### src/design/zch_pkg.sv
// Purpose: shared constants and types for the zero/cal command handler
// Assumes: commands arrive already parsed as opcode, argument, channel suffix
// Notes:   error codes are carried as signed 10-bit values
package zch_pkg;

  typedef enum logic [3:0] {
    OP_NONE     = 4'h0,
    OP_CAL_ALL  = 4'h1,
    OP_CAL_AUTO = 4'h2,
    OP_ZERO     = 4'h3,
    OP_ZERO_NRM = 4'h4,
    OP_EXT_SET  = 4'h5,
    OP_EXT_Q    = 4'h6,
    OP_LOCK_SET = 4'h7,
    OP_LOCK_Q   = 4'h8,
    OP_RCF_SET  = 4'h9,
    OP_RCF_Q    = 4'hA,
    OP_CAL_Q    = 4'hB,
    OP_ZERO_Q   = 4'hC,
    OP_MEAS_Q   = 4'hD,
    OP_TABLE    = 4'hE
  } zch_op_e;

  typedef enum logic [2:0] {
    ARG_OFF   = 3'h0,
    ARG_ON    = 3'h1,
    ARG_ONCE  = 3'h2,
    ARG_VALUE = 3'h3,
    ARG_DEF   = 3'h4,
    ARG_MIN   = 3'h5,
    ARG_MAX   = 3'h6
  } zch_arg_e;

  typedef enum logic [1:0] {
    JOB_ZERO  = 2'h0,
    JOB_CAL   = 2'h1,
    JOB_ZNORM = 2'h2
  } zch_job_e;

  typedef enum logic [1:0] {
    ST_IDLE = 2'h0,
    ST_RUN  = 2'h1,
    ST_WAIT = 2'h2
  } zch_state_e;

  // error codes, two's complement
  localparam logic [9:0] ERR_SETTINGS = 10'h323; // -221
  localparam logic [9:0] ERR_ILLEGAL  = 10'h320; // -224
  localparam logic [9:0] ERR_STALE    = 10'h31A; // -230
  localparam logic [9:0] ERR_QUEST    = 10'h319; // -231
  localparam logic [9:0] ERR_HWMISS   = 10'h30F; // -241

  // message selector sent with an error
  localparam logic [1:0] MSG_NONE = 2'h0;
  localparam logic [1:0] MSG_CAL  = 2'h1;
  localparam logic [1:0] MSG_ZERO = 2'h2;

  // factor in tenths of a percent
  localparam logic [10:0] RCF_MIN = 11'h00A; // 1.0 %
  localparam logic [10:0] RCF_MAX = 11'h5DC; // 150.0 %
  localparam logic [10:0] RCF_DEF = 11'h3E8; // 100.0 %

  localparam logic [1:0] CH_A = 2'h1;
  localparam logic [1:0] CH_B = 2'h2;

endpackage : zch_pkg

### src/design/zch_handler.sv
// Purpose: zero/cal command handler for a two-channel meter
// Assumes: one parsed command per cmdValid pulse, sensor side answers done pulses
// Notes:   jobs are queued per channel and run overlapped with later commands
// Notes on behaviour
// calibrate once calibrates channel; off ignored; on gives -224
// host puts sensor on 1 mW reference before calibrating
// failed calibration queues -231 with cal text naming channel
// zero or cal with no sensor queues -241 and is not run
// reference factor in use is whichever source was written last
// one-shot queries answer 0; auto calibration inactive after reset
// host should zero before calibrating; not enforced
// one external trigger enable shared by both channel suffixes
// trigger enable off after reset; query answers 1 or 0
// lockout with unzeroed or uncalibrated sensor blocks results, queues -230
// zeroed and calibrated sensor returns results despite lockout
// lockout per channel survives reset; query answers 1 or 0
// manual factor 1.0 to 150.0 percent; def 100, min, max keywords
// reset sets factor to 100 percent; query gives value or limits
// writing factor with table-holding sensor queues -241
// zero once runs zeroing; off ignored; on gives -224
// host keeps power off sensor while zeroing
// failed zeroing queues -231 with zero text naming channel
// normal-path zero touches only normal path of dual-path sensor
// normal-path zero: -241 if absent or incompatible, -221 if not normal
// suffix 1 or none selects channel A, suffix 2 channel B
// calibrate and zero run overlapped; parsing continues meanwhile
// errors queued in order of occurrence
`timescale 1ns/1ps
`default_nettype none

module zch_handler
  import zch_pkg::*;
#(
  parameter int unsigned NCH = 2
) (
  input  wire logic            clk,
  input  wire logic            srst,
  input  wire logic            cmdValid,
  input  wire logic [3:0]      cmdOp,
  input  wire logic [2:0]      cmdArg,
  input  wire logic [1:0]      cmdSuffix,
  input  wire logic [10:0]     cmdValue,
  input  wire logic [NCH-1:0]  sensorPresent,
  input  wire logic [NCH-1:0]  sensorHasTable,
  input  wire logic [NCH-1:0]  sensorDualPath,
  input  wire logic [NCH-1:0]  sensorNormalMode,
  input  wire logic [NCH-1:0]  sensorChanged,
  input  wire logic [NCH-1:0]  tableFactorValid,
  input  wire logic [10:0]     tableFactor,
  input  wire logic [NCH-1:0]  jobDone,
  input  wire logic [NCH-1:0]  jobFail,
  input  wire logic            errReady,
  output logic [NCH-1:0]       jobStart,
  output logic [1:0]           jobKind,
  output logic [10:0]          refCalFactor0,
  output logic [10:0]          refCalFactor1,
  output logic                 extTriggerEnable,
  output logic [NCH-1:0]       zeroCalLockout,
  output logic                 measAllow,
  output logic                 rspValid,
  output logic [10:0]          rspData,
  output logic                 errValid,
  output logic [9:0]           errCode,
  output logic [1:0]           errMsg,
  output logic                 errChan
);

  // channel index from suffix
  function automatic logic chanOf(input logic [1:0] sfx);
    chanOf = (sfx == CH_B);
  endfunction

  // clamp a factor into the legal range
  function automatic logic [10:0] clampRcf(input logic [10:0] v);
    if (v < RCF_MIN) clampRcf = RCF_MIN;
    else if (v > RCF_MAX) clampRcf = RCF_MAX;
    else clampRcf = v;
  endfunction

  logic [10:0]    rcf_r     [NCH];
  logic [10:0]    rcf_nxt   [NCH];
  logic [NCH-1:0] zeroed_r, zeroed_nxt, caled_r, caled_nxt;
  logic [NCH-1:0] lock_r, lock_nxt;
  logic           ext_r, ext_nxt;
  logic [NCH-1:0] pendZ_r, pendZ_nxt, pendC_r, pendC_nxt, pendN_r, pendN_nxt;
  zch_state_e     st_r      [NCH];
  zch_state_e     st_nxt    [NCH];
  zch_job_e       job_r     [NCH];
  zch_job_e       job_nxt   [NCH];
  logic           rspV_r, rspV_nxt;
  logic [10:0]    rspD_r, rspD_nxt;
  logic           measOk_r, measOk_nxt;
  // small in-order error queue
  logic [12:0]    eq_r      [4];
  logic [12:0]    eq_nxt    [4];
  logic [2:0]     eqCnt_r, eqCnt_nxt;
  logic           ch;
  logic [NCH-1:0] start;
  logic [1:0]     kindSel;

  assign ch = chanOf(cmdSuffix);

  always_comb begin
    logic [12:0] cmdErr;
    logic        cmdErrV;
    logic [12:0]    jobErr [NCH];
    logic [NCH-1:0] jobErrV;
    logic [2:0]     cnt;
    cmdErr     = '0;
    cmdErrV    = 1'b0;
    jobErr     = '{default: '0};
    jobErrV    = '0;
    rcf_nxt    = rcf_r;
    zeroed_nxt = zeroed_r;
    caled_nxt  = caled_r;
    lock_nxt   = lock_r;
    ext_nxt    = ext_r;
    pendZ_nxt  = pendZ_r;
    pendC_nxt  = pendC_r;
    pendN_nxt  = pendN_r;
    st_nxt     = st_r;
    job_nxt    = job_r;
    rspV_nxt   = 1'b0;
    rspD_nxt   = rspD_r;
    measOk_nxt = measOk_r;
    eq_nxt     = eq_r;
    cnt        = eqCnt_r;
    start      = '0;
    kindSel    = JOB_ZERO;
    // new sensor must be zeroed and calibrated again
    for (int i = 0; i < NCH; i++) begin
      if (sensorChanged[i]) begin
        zeroed_nxt[i] = 1'b0;
        caled_nxt[i]  = 1'b0;
      end
      if (tableFactorValid[i]) begin
        rcf_nxt[i] = clampRcf(tableFactor);
      end
    end
    if (cmdValid) begin
      unique case (zch_op_e'(cmdOp))
        OP_CAL_ALL, OP_CAL_AUTO, OP_ZERO, OP_ZERO_NRM: begin
          if (cmdArg == ARG_ON) begin
            cmdErr  = {ERR_ILLEGAL, MSG_NONE, ch};
            cmdErrV = 1'b1;
          end else if (cmdArg == ARG_ONCE) begin
            if (!sensorPresent[ch]) begin
              cmdErr  = {ERR_HWMISS, MSG_NONE, ch};
              cmdErrV = 1'b1;
            end else if (zch_op_e'(cmdOp) == OP_ZERO_NRM && !sensorDualPath[ch]) begin
              cmdErr  = {ERR_HWMISS, MSG_NONE, ch};
              cmdErrV = 1'b1;
            end else if (zch_op_e'(cmdOp) == OP_ZERO_NRM && !sensorNormalMode[ch]) begin
              cmdErr  = {ERR_SETTINGS, MSG_NONE, ch};
              cmdErrV = 1'b1;
            end else begin
              // queue job, later commands keep flowing
              if (zch_op_e'(cmdOp) == OP_ZERO_NRM) pendN_nxt[ch] = 1'b1;
              if (zch_op_e'(cmdOp) == OP_ZERO || zch_op_e'(cmdOp) == OP_CAL_ALL) pendZ_nxt[ch] = 1'b1;
              if (zch_op_e'(cmdOp) == OP_CAL_AUTO || zch_op_e'(cmdOp) == OP_CAL_ALL) pendC_nxt[ch] = 1'b1;
            end
          end
        end
        OP_CAL_Q, OP_ZERO_Q: begin
          rspV_nxt = 1'b1;
          rspD_nxt = '0;
        end
        OP_EXT_SET: ext_nxt = (cmdArg == ARG_ON);
        OP_EXT_Q: begin
          rspV_nxt = 1'b1;
          rspD_nxt = {10'h000, ext_r};
        end
        OP_LOCK_SET: lock_nxt[ch] = (cmdArg == ARG_ON);
        OP_LOCK_Q: begin
          rspV_nxt = 1'b1;
          rspD_nxt = {10'h000, lock_r[ch]};
        end
        OP_RCF_SET: begin
          if (sensorHasTable[ch]) begin
            cmdErr  = {ERR_HWMISS, MSG_NONE, ch};
            cmdErrV = 1'b1;
          end else if (cmdArg == ARG_MIN) rcf_nxt[ch] = RCF_MIN;
          else if (cmdArg == ARG_MAX) rcf_nxt[ch] = RCF_MAX;
          else if (cmdArg == ARG_DEF) rcf_nxt[ch] = RCF_DEF;
          else rcf_nxt[ch] = clampRcf(cmdValue);
        end
        OP_RCF_Q: begin
          rspV_nxt = 1'b1;
          if (cmdArg == ARG_MIN) rspD_nxt = RCF_MIN;
          else if (cmdArg == ARG_MAX) rspD_nxt = RCF_MAX;
          else rspD_nxt = rcf_r[ch];
        end
        OP_MEAS_Q: begin
          if (lock_r[ch] && !(zeroed_r[ch] && caled_r[ch])) begin
            measOk_nxt = 1'b0;
            cmdErr     = {ERR_STALE, MSG_NONE, ch};
            cmdErrV    = 1'b1;
          end else begin
            measOk_nxt = 1'b1;
          end
        end
        default: ;
      endcase
    end
    // per-channel job runner, zero before cal
    for (int i = 0; i < NCH; i++) begin
      case (st_r[i])
        ST_IDLE: begin
          if (start == '0 && (pendN_r[i] || pendZ_r[i] || pendC_r[i])) begin
            start[i]  = 1'b1;
            st_nxt[i] = ST_WAIT;
            if (pendN_r[i]) begin
              job_nxt[i]   = JOB_ZNORM;
              pendN_nxt[i] = 1'b0;
            end else if (pendZ_r[i]) begin
              job_nxt[i]   = JOB_ZERO;
              pendZ_nxt[i] = 1'b0;
            end else begin
              job_nxt[i]   = JOB_CAL;
              pendC_nxt[i] = 1'b0;
            end
            kindSel = job_nxt[i];
          end
        end
        ST_WAIT: begin
          if (jobDone[i]) begin
            st_nxt[i] = ST_IDLE;
            // done is a pulse, so the failure is queued at once
            if (jobFail[i]) begin
              jobErr[i]  = {ERR_QUEST, (job_r[i] == JOB_CAL) ? MSG_CAL : MSG_ZERO, i[0]};
              jobErrV[i] = 1'b1;
            end else if (job_r[i] == JOB_CAL) begin
              caled_nxt[i] = 1'b1;
            end else if (job_r[i] == JOB_ZERO) begin
              zeroed_nxt[i] = 1'b1;
            end
            if (jobFail[i] && job_r[i] == JOB_CAL) caled_nxt[i] = 1'b0;
            else if (jobFail[i]) zeroed_nxt[i] = 1'b0;
          end
        end
        default: st_nxt[i] = ST_IDLE;
      endcase
    end
    // error queue: pop, then push in order
    if (errReady && cnt != 3'h0) begin
      for (int k = 0; k < 3; k++) eq_nxt[k] = eq_nxt[k+1];
      cnt = cnt - 3'h1;
    end
    if (cmdErrV && cnt != 3'h4) begin
      eq_nxt[cnt[1:0]] = cmdErr;
      cnt = cnt + 3'h1;
    end
    for (int i = 0; i < NCH; i++) begin
      if (jobErrV[i] && cnt != 3'h4) begin
        eq_nxt[cnt[1:0]] = jobErr[i];
        cnt = cnt + 3'h1;
      end
    end
    eqCnt_nxt = cnt;
  end

  always_ff @(posedge clk) begin
    lock_r <= lock_nxt; // lockout kept through reset
    zeroed_r <= zeroed_nxt;
    caled_r  <= caled_nxt;
    rspD_r   <= rspD_nxt;
    if (srst) begin
      for (int i = 0; i < NCH; i++) begin
        rcf_r[i] <= RCF_DEF;
        st_r[i]  <= ST_IDLE;
        job_r[i] <= JOB_ZERO;
      end
      for (int k = 0; k < 4; k++) eq_r[k] <= '0;
      ext_r    <= 1'b0;
      pendZ_r  <= '0;
      pendC_r  <= '0;
      pendN_r  <= '0;
      rspV_r   <= 1'b0;
      measOk_r <= 1'b0;
      eqCnt_r  <= '0;
    end else begin
      rcf_r    <= rcf_nxt;
      st_r     <= st_nxt;
      job_r    <= job_nxt;
      eq_r     <= eq_nxt;
      ext_r    <= ext_nxt;
      pendZ_r  <= pendZ_nxt;
      pendC_r  <= pendC_nxt;
      pendN_r  <= pendN_nxt;
      rspV_r   <= rspV_nxt;
      measOk_r <= measOk_nxt;
      eqCnt_r  <= eqCnt_nxt;
    end
  end

  assign jobStart         = start;
  assign jobKind          = kindSel;
  assign refCalFactor0    = rcf_r[0];
  assign refCalFactor1    = rcf_r[NCH-1];
  assign extTriggerEnable = ext_r;
  assign zeroCalLockout   = lock_r;
  assign measAllow        = measOk_r;
  assign rspValid         = rspV_r;
  assign rspData          = rspD_r;
  assign errValid         = (eqCnt_r != 3'h0);
  assign errCode          = eq_r[0][12:3];
  assign errMsg           = eq_r[0][2:1];
  assign errChan          = eq_r[0][0];

endmodule // zch_handler

`default_nettype wire

### config.mk
export PLATFORM = sky130hd
export DESIGN_NAME = zch_handler
export DESIGN_NICKNAME = d
export VERILOG_FILES = /design/src/design/zch_pkg.sv /design/src/design/zch_handler.sv
export SDC_FILE = /design/constraint.sdc
export NUM_CORES = 1
export LEC_CHECK = 0
export BUFFER_PORTS_ARGS = -buffer_cell sky130_fd_sc_hd__buf_2
export CAP_MARGIN = 20
export CORE_ASPECT_RATIO = 1.2
export CORE_MARGIN = 8
export CORE_UTILIZATION = 46
export DETAILED_ROUTE_END_ITERATION = 7
export GPL_ROUTABILITY_DRIVEN = 0
export PLACE_DENSITY = 0.63
export RECOVER_POWER = 50
export SETUP_SLACK_MARGIN = 0.02
export SLEW_MARGIN = 20
export SYNTH_ARGS = -nofsm -noshare
export SYNTH_HDL_FRONTEND = slang
export SYNTH_SLANG_ARGS = --single-unit
### constraint.sdc
create_clock -name clk -period 13.95 [get_ports clk]
set_input_delay 2.0925 -clock clk [delete_from_list [all_inputs] [get_ports clk]]
set_output_delay 2.0925 -clock clk [all_outputs]
set_load 0.005 [all_outputs]
==> impl_metrics.py, run 1 <==
metrics = {
    "die": {
        "std_cell_rows": 46,
        "fp.dieW_um": 122.2,
        "floorplan.initialDensity_pct": 47.07,
        "num_io_pins": 107,
        "die_h_um": 143.5,
        "coreArea_mm2": 0.01324,
        "area_of_the_die_mm2": 0.01754,
    },
    "clock_network": {
        "clkTransAtPathRegs_ns": 0.08,
        "cts_hold_repair.buffers": 0,
        "cts-resized-gates": 0,
        "postCtsSetupRepairBufs": 0,
        "cts_root_buf": "sky130_fd_sc_hd__clkbuf_16",
        "number_of_buffers_inserted_during_clock_tree_synthesis": 9,
        "ctsHtreeMaxLevel": 3,
        "clock_tree.buffer_depth": 2,
        "tritoncts_clock_tree": "yes",
        "clock_sinks": 109,
        "clk_latency_ns": 0.37,
    },
    "critical_path": {
        "startpoint_type": "input port",
        "worstPathArrival_ns": 7.29,
        "critPathSlowestCell": "sky130_fd_sc_hd__nand2b_1",
        "worst-setup-path-type": "input port to register",
        "cpPeakStageDelay_ns": 0.78,
        "critPathCaptureType": "register",
        "critical_path_required_ns": 14.03,
        "cpLargestDelayFamily": "simple AND/OR/NAND/NOR gates",
        "critical_path.n_buffers_inverters": 3,
        "worstPathCellList": "clkbuf_1 -> nand2b_1 -> mux2i_1 -> or4_1 -> a31oi_2 -> nand2_1 -> xnor2_1 -> inv_1 -> ha_1 -> mux2i_1 -> inv_1 -> ha_1 -> o211ai_1 -> nor3_1 -> nor4b_4 -> and2_1 -> a211oi_1",
        "cp_max_fo": 20,
        "setup.reg_to_reg.worst_slack_ns": 8.43,
    },
    "global_route": {
        "global_route_wire_length_before_repair_mm": 29.95,
        "grt_pass1_vias": 5999,
        "initial_antenna_violation_count": 0,
        "grt_max_degree": 73,
        "grt_remaining_overflow": 0,
        "gr-usage-all-layers_pct": 21.23,
    },
    "logic_synthesis": {
        "yosys.cell_types.count": 62,
        "synth_most_common_cell": "sky130_fd_sc_hd__nand2_1",
        "post_synth.cell_area_avg_um2": 7.627,
        "cell_types_with_the_largest_area_share_after_synthesis": "sky130_fd_sc_hd__dfxtp_1 (31%), sky130_fd_sc_hd__nand2_1 (8.9%), sky130_fd_sc_hd__edfxtp_1 (6.3%)",
        "synthesis_stage_register_bit_count": 109,
        "post_synth_most_frequent_cells": "sky130_fd_sc_hd__nand2_1 (147), sky130_fd_sc_hd__dfxtp_1 (96), sky130_fd_sc_hd__nor2_1 (87)",
        "synth_simple_gate_area_share_pct": 27.51,
        "synth.largest_area_cell": "sky130_fd_sc_hd__dfxtp_1",
        "post_synth_fa_ha_maj_area_fraction_pct": 2.410,
        "post_synthesis_async_set_or_reset_flop_share_pct": 0,
        "ys.warnings.count": 0,
        "synth_compound_area_share_pct": 22.17,
        "synth_top_family_by_area": "simple AND/OR/NAND/NOR gates",
        "synthesis.instances": 817,
        "synth.net_count": 880,
        "synth-edff-count": 13,
        "yosys.area_share.xor_xnor_pct": 0.8434,
        "mux_cell_area_share_after_synthesis_pct": 4.056,
        "share_of_the_yosys_chip_area_belonging_to_registers_pct": 37.11,
        "top_cell_type_s_share_of_synthesized_area_pct": 30.84,
        "post_synth_instance_area_mm2": 0.006231,
        "ys_dominant_reg_cell": "sky130_fd_sc_hd__dfxtp_1",
    },
    "cells_and_area": {
        "regArea_mm2": 0.002312,
        "finalNonFillerCells": 1053,
        "areaGrowthSynthToFinish_pct": 12.01,
        "nets": 943,
        "multi_input_area_mm2": 0.003558,
        "fill_cells": 1299,
        "ratio_of_cells_with_drive_above_1_in_the_final_layout_pct": 9.944,
        "antenna_cells": 0,
    },
    "placed_design": {
        "placement.io_buffers": 106,
        "placed_cells_incl_taps": 1037,
        "place_hpwl_mm": 13.76,
    },
    "drt": {
        "drt-total-wl_mm": 18.57,
        "routed_via_density": 5.877,
        "routed_wire_length_per_instance_um": 17.64,
        "drc": 0,
        "drt_iter0_markers": 415,
        "route.antenna.remaining_nets": 0,
        "number_of_vias_in_the_routed_layout": 6189,
        "detailedRoute.firstPassIterationCount": 8,
    },
    "sta": {
        "slew_headroom_pct": -126.4,
        "max_slew_violation_count": 73,
        "worst_clock_skew_ns": 0.01124,
        "final_hold_violations": 0,
        "setup_violation_total_in_the_final_timing_report": 0,
        "period_utilization_pct": 51.65,
        "clock.fmax_mhz": 138.8,
        "final.min_clock_period_ns": 7.205,
        "slew_at_the_pin_closest_to_its_max_slew_limit_ns": 3.396,
        "grt_setup_unrepaired": "false",
        "setup_tns_ns": 0,
    },
    "job": {
        "drv_cap": 1,
    },
    "worst_hold_path": {
        "worstHoldPathType": "register to register",
    },
    "power": {
        "cellPowerDensity_mw_per_mm2": 127.6,
        "worst_ir_drop_vdd_v": 0.0001127,
        "power_leakage_uw": 0.002758,
    },
    "status": {
        "outcome": "finished with violations",
        "violations": "max-capacitance violations, max-slew violations",
    },
}
## cell usage in the layout, fill, tap and decap left out, drive strengths merged, types with 23 or more instances in the layout
cell    netlist  final
a211oi       31     31
buf          22     61
dfxtp        96     96
clkbuf       39     61
inv          23     27
nand2       149    149
nor2         87     87
o21ai        32     32
a21oi        59     59
a31oi        28     28
mux2i        23     23
nand3        39     39
## registers in the layout, summed over array words and instances (netlist names), 3 cells and up
signal	flops
eqCnt_r	3
job_r	4
rspData	11
errCode	10
refCalFactor1	11
eq_r	39
refCalFactor0	11
## per-stage QoR
stage               hold slack [ns]  total power, µW  util [%]  setup slack (ns)  instance area, µm²
finish                       0.4842            890.5     52.72             6.745                6979
global route                 0.4919            943.3     52.72             6.241                6979
CTS                          0.4804            893.3     53.30             6.960                7056
detailed placement           0.4667            634.1     51.03             6.559                6755
global placement             0.4544            623.5     51.03             6.863                6755
floorplan                    0.4318            555.9         -             7.946                6231
## layer usage
layer	track usage, %	vias up	wire length, µm
li1	-	3036	-
met1	26.28	2881	8050
met2	34.12	240	8695
met3	5.300	32	1351
met4	9.254	0	476
met5	0	-	0
## worst register-to-register path: stages (launching register included)
cell and delay, ns:
sky130_fd_sc_hd__dfxtp_1 0.43, sky130_fd_sc_hd__inv_1 0.10, sky130_fd_sc_hd__ha_1 0.22, sky130_fd_sc_hd__nand2b_1 0.10
sky130_fd_sc_hd__and2_1 0.13, sky130_fd_sc_hd__buf_4 0.38, sky130_fd_sc_hd__nor2_1 0.08, sky130_fd_sc_hd__a21oi_1 0.29
sky130_fd_sc_hd__inv_1 0.12, sky130_fd_sc_hd__ha_1 0.28, sky130_fd_sc_hd__nand2_1 0.25, sky130_fd_sc_hd__nand2_1 0.15
sky130_fd_sc_hd__xnor2_1 0.31, sky130_fd_sc_hd__inv_1 0.08, sky130_fd_sc_hd__ha_1 0.28, sky130_fd_sc_hd__mux2i_1 0.29
sky130_fd_sc_hd__inv_1 0.12, sky130_fd_sc_hd__ha_1 0.30, sky130_fd_sc_hd__o211ai_1 0.16, sky130_fd_sc_hd__nor3_1 0.12
sky130_fd_sc_hd__nor4b_4 0.66, sky130_fd_sc_hd__and2_1 0.32, sky130_fd_sc_hd__a211oi_1 0.10
## where the power goes
part           leakage, µW  internal [µW]  switching, µW
sequential        0.000906            330           10.3
combinational      0.00171           97.2            192
clock             0.000143            127            134
## area by class of cell
class	instances	share of cell area, %
Multi-Input combinational cell	624	50.99
Timing Repair Buffer	113	7.332
Clock buffer	9	3.227
Inverter	23	1.237
Sequential cell	109	33.13
Clock inverter	7	1.076
Tap cell	168	3.012
## path summary, 6_finish.rpt
kind | start | cells after the start | endpoint
max | cmdSuffix[0] | 17 | eq_r[28]$_SDFF_PP0_
min reg2reg | eq_r[8]$_SDFF_PP0_ | 2 | eq_r[8]$_SDFF_PP0_
min | eq_r[8]$_SDFF_PP0_ | 2 | eq_r[8]$_SDFF_PP0_
max reg2reg | eqCnt_r[0]$_SDFF_PP0_ | 22 | eq_r[28]$_SDFF_PP0_
## cell families (layout without fill, tap and decap cells)
| kind of cell | count (synthesis) | in the layout |
|---|---|---|
| flip-flops | 109 | 109 |
| XOR/XNOR | 6 | 6 |
| adder cells (fa/ha/maj) | 12 | 12 |
| multiplexers | 25 | 25 |
| buffers and inverters | 84 | 152 |
| AO/OA/AOI/OAI | 210 | 210 |
| AND/OR/NAND/NOR | 371 | 371 |
Note: power is estimated with default switching activity, not from simulation.
==> inputs of run 2 (changes only) <==
==> constraint.sdc (replaced) <==
create_clock -name clk -period 7.2 [get_ports clk]
set_input_delay 1.08 -clock clk [delete_from_list [all_inputs] [get_ports clk]]
set_output_delay 1.08 -clock clk [all_outputs]
set_load 0.005 [all_outputs]
==> run 2 against run 1 <==
Net effect:
- critical endpoint unchanged
- clock power up 84%
- highest routed layer unchanged
- sequential cell count unchanged
- the run still ends with max-capacitance violations, max-slew violations left
- utilization down 0.095 points
==> impl_metrics.py, run 2 (synthesis results as in run 1) <==
metrics = {
    "status": {
        "outcome": "finished with violations",
        "violations": "max-capacitance violations, max-slew violations",
    },
    "critical_path": {
        "worstPathArrival_ns": 5.88,
        "critical_path_required_ns": 7.28,
        "setup.reg_to_reg.worst_slack_ns": 1.75,
        "cp_max_fo": 22,
        "critPathSlowestCell": "sky130_fd_sc_hd__nor2b_2",
        "cpPeakStageDelay_ns": 0.89,
        "startpoint_type": "input port",
        "worst-setup-path-type": "input port to register",
        "worstPathCellList": "clkbuf_1 -> nor2b_2 -> o211a_1 -> o21bai_1 -> a31oi_2 -> nand2_1 -> xnor2_1 -> inv_1 -> ha_1 -> mux2i_1 -> inv_1 -> ha_1 -> o211ai_1 -> nor3_1 -> nor4b_4 -> and2_1 -> a211oi_1",
        "critPathCaptureType": "register",
    },
    "drt": {
        "drt_iter0_markers": 534,
        "detailedRoute.firstPassIterationCount": 5,
        "number_of_vias_in_the_routed_layout": 6183,
        "routed_via_density": 5.872,
        "route.antenna.remaining_nets": 0,
        "drc": 0,
        "drt-total-wl_mm": 18.15,
        "routed_wire_length_per_instance_um": 17.23,
    },
    "sta": {
        "slew_headroom_pct": -124.1,
        "setup_violation_total_in_the_final_timing_report": 0,
        "clock.fmax_mhz": 172.4,
        "holdWs_ns": 0.4717,
        "final.min_clock_period_ns": 5.800,
        "worst_clock_skew_ns": 0.01264,
        "period_utilization_pct": 80.55,
        "setup_tns_ns": 0,
        "grt_setup_unrepaired": "false",
        "post-route-worst-setup-slack_ns": 1.400,
        "max_slew_violation_count": 73,
        "final_hold_violations": 0,
        "slew_at_the_pin_closest_to_its_max_slew_limit_ns": 3.361,
    },
    "cells_and_area": {
        "mostFrequentLayoutCells": "sky130_fd_sc_hd__nand2_1 (147), sky130_fd_sc_hd__dfxtp_1 (96), sky130_fd_sc_hd__nor2_1 (87)",
        "ratio_of_cells_with_drive_above_1_in_the_final_layout_pct": 10.40,
        "max_flop_register": "eq_r",
        "largest_register_ff_count": 39,
        "utilization_pct": 52.63,
        "finalInstanceArea_mm2": 0.006967,
        "antenna_cells": 0,
        "fill_cells": 1307,
        "areaGrowthSynthToFinish_pct": 11.81,
        "nets": 943,
        "mostFrequentLayoutCell": "sky130_fd_sc_hd__nand2_1",
    },
    "global_route": {
        "initial_antenna_violation_count": 0,
        "grt_pass1_vias": 5994,
        "grt_max_degree": 73,
        "global_route_wire_length_before_repair_mm": 29.48,
        "grt_remaining_overflow": 0,
        "gr-usage-all-layers_pct": 20.64,
    },
    "die": {
        "floorplan.initialDensity_pct": 47.07,
        "num_io_pins": 107,
        "fp.dieW_um": 122.2,
        "area_of_the_die_mm2": 0.01754,
        "coreArea_mm2": 0.01324,
        "die_h_um": 143.5,
        "std_cell_rows": 46,
    },
    "power": {
        "switching_share_pct": 37.02,
        "comb_power_share_pct": 32.6,
        "worst_ir_drop_vdd_v": 0.0002593,
        "power.switching_uw": 626.8,
        "seqPwrFrac_pct": 38.9,
        "power_leakage_uw": 0.002762,
        "clock_group_share_of_total_power_pct": 28.4,
        "cellPowerDensity_mw_per_mm2": 243.0,
        "power_report.internal_total_uw": 1066,
    },
    "clock_network": {
        "cts_hold_repair.buffers": 0,
        "tritoncts_clock_tree": "yes",
        "cts_root_buf": "sky130_fd_sc_hd__clkbuf_16",
        "clkTransAtPathRegs_ns": 0.07,
        "clock_sinks": 109,
        "number_of_buffers_inserted_during_clock_tree_synthesis": 9,
        "postCtsSetupRepairBufs": 0,
        "clock_tree.buffer_depth": 2,
        "cts-resized-gates": 0,
        "ctsHtreeMaxLevel": 3,
        "clk_latency_ns": 0.36,
    },
    "placed_design": {
        "placed_cell_area_mm2": 0.006755,
        "place_hpwl_mm": 13.57,
        "dp_worst_setup_slack_ns": 1.227,
        "placement.io_buffers": 106,
    },
    "worst_hold_path": {
        "worstHoldPathType": "register to register",
    },
    "job": {
        "drv_cap": 1,
    },
}
[run 2: path summary, 6_finish.rpt]
check	depth (start not counted)	start	end
max reg2reg	22	eqCnt_r[0]$_SDFF_PP0_	eq_r[28]$_SDFF_PP0_
min reg2reg	2	eq_r[8]$_SDFF_PP0_	eq_r[8]$_SDFF_PP0_
max	17	cmdSuffix[1]	eq_r[28]$_SDFF_PP0_
min	2	eq_r[8]$_SDFF_PP0_	eq_r[8]$_SDFF_PP0_
[run 2: per-stage QoR]
| step | power (µW) | instances |
|---|---|---|
| 6_report | 1693 | 1053 |
| 5_1_grt | 1791 | 1053 |
| 4_1_cts | 1705 | 1053 |
| 3_5_place_dp | 1225 | 1037 |
| 3_3_place_gp | 1204 | 1037 |
| 2_1_floorplan | 1077 | 817 |
[run 2: worst max-delay path, delay by kind of cell]
kind	cells	cell delay [ns]
compound gates	5	1.15
xor+xnor	1	0.31
fa+ha+maj	2	0.57
buf+inv	3	0.31
mux	1	0.30
simple gates	5	2.14
[run 2: layout make-up]
type / instances / area, µm² / area share [%]
inverter: 23 / 86.33 / 1.239
tap: 168 / 210.2 / 3.017
clock inverter: 7 / 57.56 / 0.8261
multi-input combinational: 624 / 3558 / 51.08
timing repair buffer: 113 / 516.7 / 7.417
clock buffer: 9 / 225.2 / 3.233
sequential: 109 / 2312 / 33.19
[run 2: routing by layer]
metal	track usage, %	routed length, µm
met1	26.02	8061
met2	33.86	8545
met3	3.651	1046
met4	8.676	495
met5	0	0
[run 2: power groups by stage]
stage                     registers [µW]  clock network, µW  logic (µW)
final                                659                481         552
after global routing                 663                516         612
after CTS                            658                492         555
after detailed placement             672                  0         553
after global placement               673                  0         531
after floorplan                      669                  0         408
